`config.mk`:
```
export PLATFORM = sky130hd
export DESIGN_NAME = dix_irq_expander
export DESIGN_NICKNAME = d
export VERILOG_FILES = /design/src/rtl/dix_pkg.sv /design/src/rtl/dix_irq_expander.sv
export VERILOG_INCLUDE_DIRS = /design/src /design/src/rtl
export SDC_FILE = /design/constraint.sdc
export NUM_CORES = 1
export LEC_CHECK = 0
export ABC_AREA = 1
export BUFFER_PORTS_ARGS = -buffer_cell sky130_fd_sc_hd__buf_4
export CAP_MARGIN = 20
export CELL_PAD_IN_SITES_DETAIL_PLACEMENT = 0
export CELL_PAD_IN_SITES_GLOBAL_PLACEMENT = 1
export CORE_MARGIN = 10
export CORE_UTILIZATION = 47
export CTS_BUF_LIST = sky130_fd_sc_hd__clkbuf_16
export CTS_CLUSTER_DIAMETER = 60
export CTS_CLUSTER_SIZE = 16
export DETAILED_ROUTE_END_ITERATION = 12
export PLACE_DENSITY = 0.81
export SLEW_MARGIN = 20
export SYNTH_ARGS = -nofsm -noshare
export SYNTH_HDL_FRONTEND = slang
export SYNTH_SLANG_ARGS = --single-unit
```
`constraint.sdc`:
```
create_clock -name clk -period 9.6 [get_ports clk]
set_input_delay 1.92 -clock clk [delete_from_list [all_inputs] [get_ports clk]]
set_output_delay 1.92 -clock clk [all_outputs]
set_load 0.005 [all_outputs]
```
`src/rtl/dix_map.svh`:
```
/*
 * Holds the address map, field positions, vector codes and reset values of
 * the interrupt expansion block.
 * Assumes it is included by its bare name before any use of its macros.
 */
`ifndef DIX_MAP_SVH
`define DIX_MAP_SVH

// ----------------------------------------------------------------------
// Register offsets
// ----------------------------------------------------------------------
`define DIX_ADDR_MASK 16'h0004
`define DIX_ADDR_FLAGS 16'h0006
`define DIX_ADDR_REQ0 16'h7010
`define DIX_ADDR_REQ1 16'h7011
`define DIX_ADDR_ACK0 16'h7014
`define DIX_ADDR_ACK1 16'h7015
`define DIX_ADDR_EN0 16'h7018
`define DIX_ADDR_EN1 16'h7019
`define DIX_ADDR_MODE 16'h701a
`define DIX_ADDR_VEC 16'h701e

// ----------------------------------------------------------------------
// Vector locations and reset values
// ----------------------------------------------------------------------
`define DIX_VEC_TRAP 6'h22
`define DIX_VEC_NMI 6'h24
`define DIX_VEC_EMU 6'h26
`define DIX_VEC_NONE 16'h0000
`define DIX_RST_16 16'h0000
`define DIX_RST_32 32'h0000_0000
`define DIX_RST_LINES 6'h00

// ----------------------------------------------------------------------
// Mode bits: set selects the low-priority line for that source
// ----------------------------------------------------------------------
`define DIX_MODE_CONV 0
`define DIX_MODE_SERIAL 1
`define DIX_MODE_EXT 2

// ----------------------------------------------------------------------
// Group membership over the 32 request bits (request set 1 in bits 31:16)
// ----------------------------------------------------------------------
`define DIX_GRP1 32'h0000_007f
`define DIX_GRP2 32'h0000_fe00
`define DIX_GRP3 32'h000f_0000
`define DIX_GRP4 32'h0010_0000
`define DIX_GRP5 32'h0300_0000
`define DIX_GRP6 32'h1c00_0000

`endif

```
`src/rtl/dix_pkg.sv`:
```
/*
 * Holds the types shared by the interrupt expansion block.
 * Assumes nothing of its surroundings.
 */
package dix_pkg;

    typedef struct packed {
        logic rd;
        logic wr;
        logic [15:0] addr;
        logic [15:0] wdata;
    } dix_bus_t;

    typedef struct packed {
        logic soft_vector_instruction;
        logic nmi;
        logic trap;
        logic [5:0] vec;
    } dix_soft_t;

    typedef struct packed {
        logic valid;
        logic [2:0] line;
    } dix_ack_t;

    typedef struct packed {
        logic req;
        logic [5:0] vec;
    } dix_branch_t;

    typedef struct packed {
        logic conv;
        logic rx;
        logic tx;
        logic [2:0] cmp;
        logic [3:0] tmr_a;
        logic [3:0] tmr_b;
        logic cap;
    } dix_periph_t;

endpackage : dix_pkg

```
`src/rtl/dix_irq_expander.sv`:
```
/*
 * Holds the peripheral interrupt expansion unit with its core mask and flag
 * registers, software interrupt decode, global mask and illegal-access
 * detection.
 * Assumes the core bus, peripherals and watchdog run on clk, and the three
 * interrupt pins are asynchronous.
 */
`timescale 1ns/1ps
`include "dix_map.svh"

module dix_irq_expander
    import dix_pkg::*;
(
    input wire logic clk,
    input wire logic rst,
    input wire logic wdog_expire,
    input wire dix_bus_t bus,
    output logic [15:0] bus_rdata_r,
    input wire dix_soft_t soft_req,
    input wire logic emu_trap_sel,
    input wire logic gm_set,
    input wire logic gm_clear,
    input wire dix_ack_t core_ack,
    input wire logic power_fault_input,
    input wire logic external_request_a,
    input wire logic external_request_b,
    input wire dix_periph_t periph,
    output logic cpu_reset_r,
    output logic [5:0] core_line_r,
    output logic [5:0] cpu_int_r,
    output dix_branch_t branch_r,
    output logic global_mask_bit_r
);

    // ------------------------------------------------------------------
    // Lookup functions
    // ------------------------------------------------------------------
    function automatic logic [15:0] src_vector(input logic [4:0] idx);
        logic [15:0] v;
        v = `DIX_VEC_NONE;
        unique case (idx)
            5'h00: v = 16'h0020;
            5'h01: v = 16'h0004;
            5'h02: v = 16'h0001;
            5'h03: v = 16'h0011;
            5'h05: v = 16'h0006;
            5'h06: v = 16'h0007;
            5'h09: v = 16'h0021;
            5'h0a: v = 16'h0022;
            5'h0b: v = 16'h0023;
            5'h0c: v = 16'h0027;
            5'h0d: v = 16'h0028;
            5'h0e: v = 16'h0029;
            5'h0f: v = 16'h002a;
            5'h10: v = 16'h002b;
            5'h11: v = 16'h002c;
            5'h12: v = 16'h002d;
            5'h13: v = 16'h002e;
            5'h14: v = 16'h0033;
            5'h18: v = 16'h0006;
            5'h19: v = 16'h0007;
            5'h1a: v = 16'h0004;
            5'h1b: v = 16'h0001;
            5'h1c: v = 16'h0011;
            default: v = `DIX_VEC_NONE;
        endcase
        return v;
    endfunction : src_vector

    // Only regions marked illegal answer true; reserved regions stay quiet.
    function automatic logic is_illegal(input logic [15:0] a);
        logic hit;
        hit = 1'b0;
        if ((a >= 16'h0080 && a <= 16'h00ff) ||
            (a >= 16'h0500 && a <= 16'h07ff) ||
            (a >= 16'h0a00 && a <= 16'h6fff) ||
            (a >= 16'h7030 && a <= 16'h703f) ||
            (a >= 16'h7060 && a <= 16'h706f) ||
            (a >= 16'h7080 && a <= 16'h708f) ||
            (a >= 16'h70c0 && a <= 16'h70ff) ||
            (a >= 16'h7440 && a <= 16'h74ff) ||
            (a >= 16'h7540 && a <= 16'h77ef) ||
            (a >= 16'h7800))
            hit = 1'b1;
        return hit;
    endfunction : is_illegal

    // ------------------------------------------------------------------
    // Pin synchronisers
    // ------------------------------------------------------------------
    logic [2:0] pin_raw;
    logic [2:0] sync1_r;
    logic [2:0] sync2_r;
    logic [2:0] sync3_r;
    logic [2:0] pin_lvl_r;
    logic [2:0] pin_lvl_nxt;
    logic [2:0] pin_rise;

    assign pin_raw = {external_request_b, external_request_a,
                      power_fault_input};

    // A change counts only once the second and third stages agree.
    always_comb
    begin
        pin_lvl_nxt = pin_lvl_r;
        for (int i = 0; i < 3; i++)
        begin
            if (sync2_r[i] == sync3_r[i])
                pin_lvl_nxt[i] = sync3_r[i];
        end
    end

    always_ff @(posedge clk or posedge rst)
    begin
        if (rst)
        begin
            sync1_r <= 3'h0;
            sync2_r <= 3'h0;
            sync3_r <= 3'h0;
            pin_lvl_r <= 3'h0;
        end
        else
        begin
            sync1_r <= pin_raw;
            sync2_r <= sync1_r;
            sync3_r <= sync2_r;
            pin_lvl_r <= pin_lvl_nxt;
        end
    end

    assign pin_rise = pin_lvl_nxt & ~pin_lvl_r;

    // ------------------------------------------------------------------
    // Request mapping onto groups
    // ------------------------------------------------------------------
    logic [15:0] mask_r;
    logic [15:0] mask_nxt;
    logic [15:0] flags_r;
    logic [15:0] flags_nxt;
    logic [31:0] pend_r;
    logic [31:0] pend_nxt;
    logic [31:0] ackf_r;
    logic [31:0] ackf_nxt;
    logic [31:0] en_r;
    logic [31:0] en_nxt;
    logic [2:0] mode_r;
    logic [2:0] mode_nxt;
    logic [15:0] vec_r;
    logic [15:0] vec_nxt;
    logic [31:0] raw_set;
    logic [31:0] set;
    logic [5:0] grp_pend;
    logic [31:0] grp_sel;
    logic [31:0] ack_sel;
    logic [4:0] ack_idx;
    logic ack_hit;
    logic lo_conv;
    logic lo_ser;
    logic lo_ext;

    assign lo_conv = mode_r[`DIX_MODE_CONV];
    assign lo_ser = mode_r[`DIX_MODE_SERIAL];
    assign lo_ext = mode_r[`DIX_MODE_EXT];

    always_comb
    begin
        raw_set = `DIX_RST_32;
        raw_set[0] = pin_rise[0];
        raw_set[1] = periph.conv & ~lo_conv;
        raw_set[2] = pin_rise[1] & ~lo_ext;
        raw_set[3] = pin_rise[2] & ~lo_ext;
        raw_set[5] = periph.rx & ~lo_ser;
        raw_set[6] = periph.tx & ~lo_ser;
        raw_set[11:9] = periph.cmp;
        raw_set[15:12] = periph.tmr_a;
        raw_set[19:16] = periph.tmr_b;
        raw_set[20] = periph.cap;
        raw_set[24] = periph.rx & lo_ser;
        raw_set[25] = periph.tx & lo_ser;
        raw_set[26] = periph.conv & lo_conv;
        raw_set[27] = pin_rise[1] & lo_ext;
        raw_set[28] = pin_rise[2] & lo_ext;
    end

    assign set = raw_set & en_r;

    always_comb
    begin
        grp_pend[0] = |(pend_r & `DIX_GRP1);
        grp_pend[1] = |(pend_r & `DIX_GRP2);
        grp_pend[2] = |(pend_r & `DIX_GRP3);
        grp_pend[3] = |(pend_r & `DIX_GRP4);
        grp_pend[4] = |(pend_r & `DIX_GRP5);
        grp_pend[5] = |(pend_r & `DIX_GRP6);
        unique case (core_ack.line)
            3'h1: grp_sel = `DIX_GRP1;
            3'h2: grp_sel = `DIX_GRP2;
            3'h3: grp_sel = `DIX_GRP3;
            3'h4: grp_sel = `DIX_GRP4;
            3'h5: grp_sel = `DIX_GRP5;
            3'h6: grp_sel = `DIX_GRP6;
            default: grp_sel = `DIX_RST_32;
        endcase
    end

    always_comb
    begin
        ack_idx = 5'h00;
        ack_hit = 1'b0;
        ack_sel = `DIX_RST_32;
        for (int i = 31; i >= 0; i--)
        begin
            if (pend_r[i] & grp_sel[i])
            begin
                ack_idx = 5'(i);
                ack_hit = 1'b1;
            end
        end
        if (core_ack.valid && ack_hit)
            ack_sel[ack_idx] = 1'b1;
    end

    // ------------------------------------------------------------------
    // Register file and software interrupts
    // ------------------------------------------------------------------
    logic acc;
    logic wr_req0;
    logic wr_req1;
    logic wr_ack0;
    logic wr_ack1;
    logic [15:0] rdata_nxt;
    logic [5:0] ack_line_bit;
    logic gm_nxt;
    logic [5:0] core_line_nxt;
    logic [5:0] cpu_int_nxt;
    dix_branch_t branch_nxt;

    assign acc = bus.rd | bus.wr;
    assign wr_req0 = bus.wr && bus.addr == `DIX_ADDR_REQ0;
    assign wr_req1 = bus.wr && bus.addr == `DIX_ADDR_REQ1;
    assign wr_ack0 = bus.wr && bus.addr == `DIX_ADDR_ACK0;
    assign wr_ack1 = bus.wr && bus.addr == `DIX_ADDR_ACK1;
    assign ack_line_bit = (core_ack.valid && ack_hit) ?
                          grp_pend & 6'(1 << (core_ack.line - 3'h1)) :
                          `DIX_RST_LINES;

    always_comb
    begin
        mask_nxt = mask_r;
        en_nxt = en_r;
        mode_nxt = mode_r;
        vec_nxt = vec_r;
        gm_nxt = global_mask_bit_r;
        branch_nxt = '0;
        rdata_nxt = `DIX_RST_16;
        if (bus.wr && bus.addr == `DIX_ADDR_MASK)
            mask_nxt = bus.wdata;
        if (bus.wr && bus.addr == `DIX_ADDR_EN0)
            en_nxt[15:0] = bus.wdata;
        if (bus.wr && bus.addr == `DIX_ADDR_EN1)
            en_nxt[31:16] = bus.wdata;
        if (bus.wr && bus.addr == `DIX_ADDR_MODE)
            mode_nxt = bus.wdata[2:0];
        // Software clears by writing ones; a new event in the same cycle
        // wins so it is never lost.
        pend_nxt = (pend_r & ~({bus.wdata & {16{wr_req1}},
                                bus.wdata & {16{wr_req0}}} | ack_sel))
                   | set;
        ackf_nxt = (ackf_r & ~{bus.wdata & {16{wr_ack1}},
                               bus.wdata & {16{wr_ack0}}}) | ack_sel;
        flags_nxt = flags_r & ~({10'h000, ack_line_bit});
        if (bus.wr && bus.addr == `DIX_ADDR_FLAGS)
            flags_nxt = flags_nxt & ~bus.wdata;
        // The acknowledged line drops for one cycle, or a served flag
        // would be set again from the old pending state and never clear.
        flags_nxt[5:0] = flags_nxt[5:0] | (grp_pend & ~ack_line_bit);
        if (core_ack.valid)
        begin
            vec_nxt = ack_hit ? src_vector(ack_idx) : `DIX_VEC_NONE;
            gm_nxt = 1'b1;
        end
        if (gm_clear)
            gm_nxt = 1'b0;
        if (gm_set)
            gm_nxt = 1'b1;
        if (acc && is_illegal(bus.addr))
        begin
            branch_nxt.req = 1'b1;
            branch_nxt.vec = `DIX_VEC_NMI;
            gm_nxt = 1'b1;
        end
        else if (soft_req.trap)
        begin
            branch_nxt.req = 1'b1;
            branch_nxt.vec = emu_trap_sel ? `DIX_VEC_EMU : `DIX_VEC_TRAP;
        end
        else if (soft_req.nmi)
        begin
            branch_nxt.req = 1'b1;
            branch_nxt.vec = `DIX_VEC_NMI;
            gm_nxt = 1'b1;
        end
        else if (soft_req.soft_vector_instruction)
        begin
            branch_nxt.req = 1'b1;
            branch_nxt.vec = soft_req.vec;
            gm_nxt = 1'b1;
        end
        if (bus.rd)
        begin
            unique case (bus.addr)
                `DIX_ADDR_MASK: rdata_nxt = mask_r;
                `DIX_ADDR_FLAGS: rdata_nxt = flags_r;
                `DIX_ADDR_REQ0: rdata_nxt = pend_r[15:0];
                `DIX_ADDR_REQ1: rdata_nxt = pend_r[31:16];
                `DIX_ADDR_ACK0: rdata_nxt = ackf_r[15:0];
                `DIX_ADDR_ACK1: rdata_nxt = ackf_r[31:16];
                `DIX_ADDR_EN0: rdata_nxt = en_r[15:0];
                `DIX_ADDR_EN1: rdata_nxt = en_r[31:16];
                `DIX_ADDR_MODE: rdata_nxt = {13'h0000, mode_r};
                `DIX_ADDR_VEC: rdata_nxt = vec_r;
                default: rdata_nxt = `DIX_RST_16;
            endcase
        end
        core_line_nxt = grp_pend;
        cpu_int_nxt = flags_nxt[5:0] & mask_nxt[5:0] & {6{~gm_nxt}};
    end

    // ------------------------------------------------------------------
    // State registers
    // ------------------------------------------------------------------
    // The watchdog is treated like the pin: it loads the reset value of every register below
    // on the same edge, so no half-reset state can reach the core; it leaves the pin synchronisers running.
    always_ff @(posedge clk or posedge rst)
    begin
        if (rst)
        begin
            cpu_reset_r <= 1'b1;
            global_mask_bit_r <= 1'b1;
            mask_r <= `DIX_RST_16;
            flags_r <= `DIX_RST_16;
            pend_r <= `DIX_RST_32;
            ackf_r <= `DIX_RST_32;
            en_r <= `DIX_RST_32;
            mode_r <= 3'h0;
            vec_r <= `DIX_RST_16;
            branch_r <= '0;
            bus_rdata_r <= `DIX_RST_16;
            core_line_r <= `DIX_RST_LINES;
            cpu_int_r <= `DIX_RST_LINES;
        end
        else if (wdog_expire)
        begin
            cpu_reset_r <= 1'b1;
            global_mask_bit_r <= 1'b1;
            mask_r <= `DIX_RST_16;
            flags_r <= `DIX_RST_16;
            pend_r <= `DIX_RST_32;
            ackf_r <= `DIX_RST_32;
            en_r <= `DIX_RST_32;
            mode_r <= 3'h0;
            vec_r <= `DIX_RST_16;
            branch_r <= '0;
            bus_rdata_r <= `DIX_RST_16;
            core_line_r <= `DIX_RST_LINES;
            cpu_int_r <= `DIX_RST_LINES;
        end
        else
        begin
            cpu_reset_r <= 1'b0;
            global_mask_bit_r <= gm_nxt;
            mask_r <= mask_nxt;
            flags_r <= flags_nxt;
            pend_r <= pend_nxt;
            ackf_r <= ackf_nxt;
            en_r <= en_nxt;
            mode_r <= mode_nxt;
            vec_r <= vec_nxt;
            branch_r <= branch_nxt;
            bus_rdata_r <= rdata_nxt;
            core_line_r <= core_line_nxt;
            cpu_int_r <= cpu_int_nxt;
        end
    end

endmodule : dix_irq_expander

```
==> reports/results.txt <==
VDD IR max -> 146.1 µV
Sequential-to-total area share from yosys stat -> 50.98%
CP required -> 9.89 ns
Via Count -> 8558
Nets@finish -> 1268
Fillers -> 1828
Largest buffer count on any clock path -> 2
CP endpoint kind -> flop
Status -> complete, no violations
Hold slack final -> 0.3514 ns
Hold wc startpoint -> sync1_r[1]$_DFF_PP0_
Area Growth Syn to Fin -> 17.75%
I/O Pins -> 108
H-tree depth -> 4
Antenna diodes -> 0
Non-Filler Instances -> 1463
Port Buffer Count -> 107
Setup slack, reg-to-reg -> 6.40 ns
Ys Warns -> 0
Dpl ws -> 4.502 ns
Netlist Area Pre-Place -> 9135 µm²
Placed cell count -> 1431
CP Depth -> 13
Mean Syn Cell Area -> 8.350 µm²
Slew @ Worst Pin -> 1.112 ns
Num Clock Sinks -> 186
Die Y -> 159.4 µm
Setup TNS -> 0 ns
Clk Latency, worst-skew pair -> 0.45 ns
Final setup violation count -> 0
FF-to-FF End -> pend_r[27]$_DFF_PP0_
Grt ovf -> 0
Detailed Routing Iterations Pass 1 -> 5
Setup CP Type -> input port to flop
Vias in the first global route -> 8449
Max cap viols -> 0
Number of flops mapped to enable cells by yosys -> 0
Pleak -> 0.004977 µW
CP delay by family, top -> simple AND/OR/NAND/NOR gates
Path type of the worst min-delay path -> flop to flop
Most frequent cells in the layout -> nand2_1 (225), dfrtp_1 (184), inv_1 (153)
CP endpoint -> en_r[19]$_DFFE_PP0P_
Wirelength per Cell -> 22.18 µm
Commonest non-fill, non-tap cell in the layout -> nand2_1
Clk slew on worst S/H paths -> 0.07 ns
Die Wd -> 159.4 µm
Layout cells sized above 1 -> 14.30%
Critical Path Max Stage Delay -> 0.76 ns
Multi-input gate area -> 3766 µm²
# resized after CTS -> 0
FF-to-FF path depth -> 24
Post-route ant nets -> 0
Period utilisation layout -> 49.28%
CTS buffer count -> 17
Worst Setup SP -> bus[31]
Critical path's most frequent cell -> nand2_1
Pins Over Slew Limit -> 0
Post-DP HPWL -> 23170 µm
Via density -> 5.850
Synth unique cells -> 48
Post-synthesis async set-or-reset flop share -> 100.0%
Post-route clock skew -> 0.01375 ns
Root buffer cell -> clkbuf_16
Main synth FF type -> dfrtp_1
Die area -> 25410 µm²
First-pass GRT wire length -> 49800 µm
CORE AREA -> 18890 µm²
Seq. cell area -> 4657 µm²
Initial Util -> 48.35%
Post-CTS Repair Setup Buffers -> 0
CTS tree -> done
Post-layout min period -> 4.731 ns
GRT Overall Usage -> 24.90%
Num rows -> 50
FMAX -> 0.2114 GHz
Drt drc -> 0
RePlAce Congestion -> 0.9543
Power Dens Cells -> 160.9 nW/µm²
DR iter-0 viols -> 763
Max_slew headroom -> 25.67%
Final Util -> 56.93%
Cts hold-fix bufs -> 0
Initial antenna violation count -> 0
Final hold viol count -> 0
Crit-path max FO -> 22
Worst-path cell chain -> buf_4 > inv_1 > nand4_1 > nor2_2 > inv_2 > nor4_4 > nand2_2 > nor2_2 > nand2_1 > nand2_1 > inv_1 > nand2_1 > o21ai_0
Startpoint types -> input port
Routed WL -> 32450 µm
Syn_nets -> 1172
WP buf/inv -> 4
Crit path DAT -> 5.02 ns
RSZ-0062 raised after global routing -> false
Final WS setup -> 4.869 ns
Largest net degree at the start of global routing -> 114
CP max stage cell -> nor2_2
R2R Path Start -> pend_r[25]$_DFF_PP0_
Gate Count Post-Synth -> 1094
Seq cells post-synth -> 186
==> area by class of cell <==
class                   count  share of cell area [%]
multi-input cells         718                   35.01
clock inverters            15                   1.489
flip-flops and latches    186                   43.29
clock buffers              17                   3.955
repair buffers            110                   7.677
inverters                 157                   5.548
well taps                 260                   3.024
==> worst min-delay path by stage <==
stage / endpoint / slack, ns / cells past startpoint
after CTS: sync2_r[2]$_DFF_PP0_ / 0.35 / 0
after global routing: sync2_r[2]$_DFF_PP0_ / 0.36 / 0
after detailed placement: sync2_r[1]$_DFF_PP0_ / 0.34 / 0
after floorplan: sync2_r[0]$_DFF_PP0_ / 0.33 / 0
after global placement: sync2_r[2]$_DFF_PP0_ / 0.33 / 0
final: sync2_r[1]$_DFF_PP0_ / 0.35 / 0
==> through the flow <==
step           instance area (µm²)  power, µW
4_1_cts                      10760       1735
3_5_place_dp                 10170       1028
5_1_grt                      10760       1789
3_3_place_gp                 10170       1029
2_1_floorplan                 9135      942.7
6_report                     10760       1730
==> cells in the mapped netlist, drive strengths merged, types with 8 or more instances <==
cell | number | share of area, %
nand2 | 227 | 9.4
a21oi | 79 | 4.3
a31oi | 13 | 0.89
dfrtp | 184 | 50
nor2 | 95 | 4.7
nor4 | 8 | 0.85
clkbuf | 26 | 1.1
a221oi | 18 | 1.7
nand3 | 34 | 1.9
o22ai | 26 | 1.8
o21ai | 106 | 5.8
o211ai | 25 | 2.1
nor3 | 15 | 0.88
a211oi | 12 | 0.99
nand4 | 11 | 0.75
inv | 156 | 6.4
o2111ai | 8 | 0.77
==> cell families after synthesis <==
group	Yosys count	synth area share [%]
flip-flops	186	50.98
AO/OA/AOI/OAI	311	20.82
AND/OR/NAND/NOR	396	18.89
adder cells (fa/ha/maj)	10	1.287
buffers and inverters	190	7.903
multiplexers	1	0.1233
==> layer usage <==
layer | wire length [µm] | global-route usage, % | up-vias
li1 | - | - | 3915
met1 | 13660 | 32.08 | 4194
met2 | 15240 | 39.53 | 384
met3 | 2360 | 5.551 | 65
met4 | 1184 | 10.66 | 0
met5 | 0 | 0 | -
==> state kept, by name, indices dropped and copies added (netlist names) <==
signal             cells
sync1_r                3
mask_r                16
sync2_r                3
en_r                  32
flags_r               16
cpu_int_r              6
mode_r                 3
ackf_r                32
cpu_reset_r            1
sync3_r                3
pin_lvl_r              3
pend_r                32
core_line_r            6
branch_r               7
global_mask_bit_r      1
vec_r                  6
bus_rdata_r           16
==> where the power goes <==
| group | switching (µW) | internal [µW] | total [µW] | leakage, µW |
|---|---|---|---|---|
| sequential | 22.4 | 810 | 832 | 0.00251 |
| clock | 347 | 368 | 715 | 0.000278 |
| combinational | 125 | 58.3 | 183 | 0.00219 |
==> worst register-to-register path, stage by stage (launching register included) <==
cell and delay, ns:
dfrtp_1 0.56, nand4_1 0.29, o21ai_0 0.15, nand2_1 0.06, nand2_1 0.05, nand2_1 0.05
nand2_1 0.05, nand2_1 0.04, nand2_1 0.05, nand2_1 0.04, nand2_1 0.05, nand2_1 0.05
nand3_1 0.10, nand2_1 0.06, nand2_1 0.05, nand2_1 0.05, nand2_1 0.07, nand2_1 0.16
inv_1 0.16, ha_1 0.16, inv_1 0.09, nor2_4 0.32, nand2_1 0.14, o211ai_1 0.13
a21oi_1 0.10
Power figures use the tool's default switching activity.
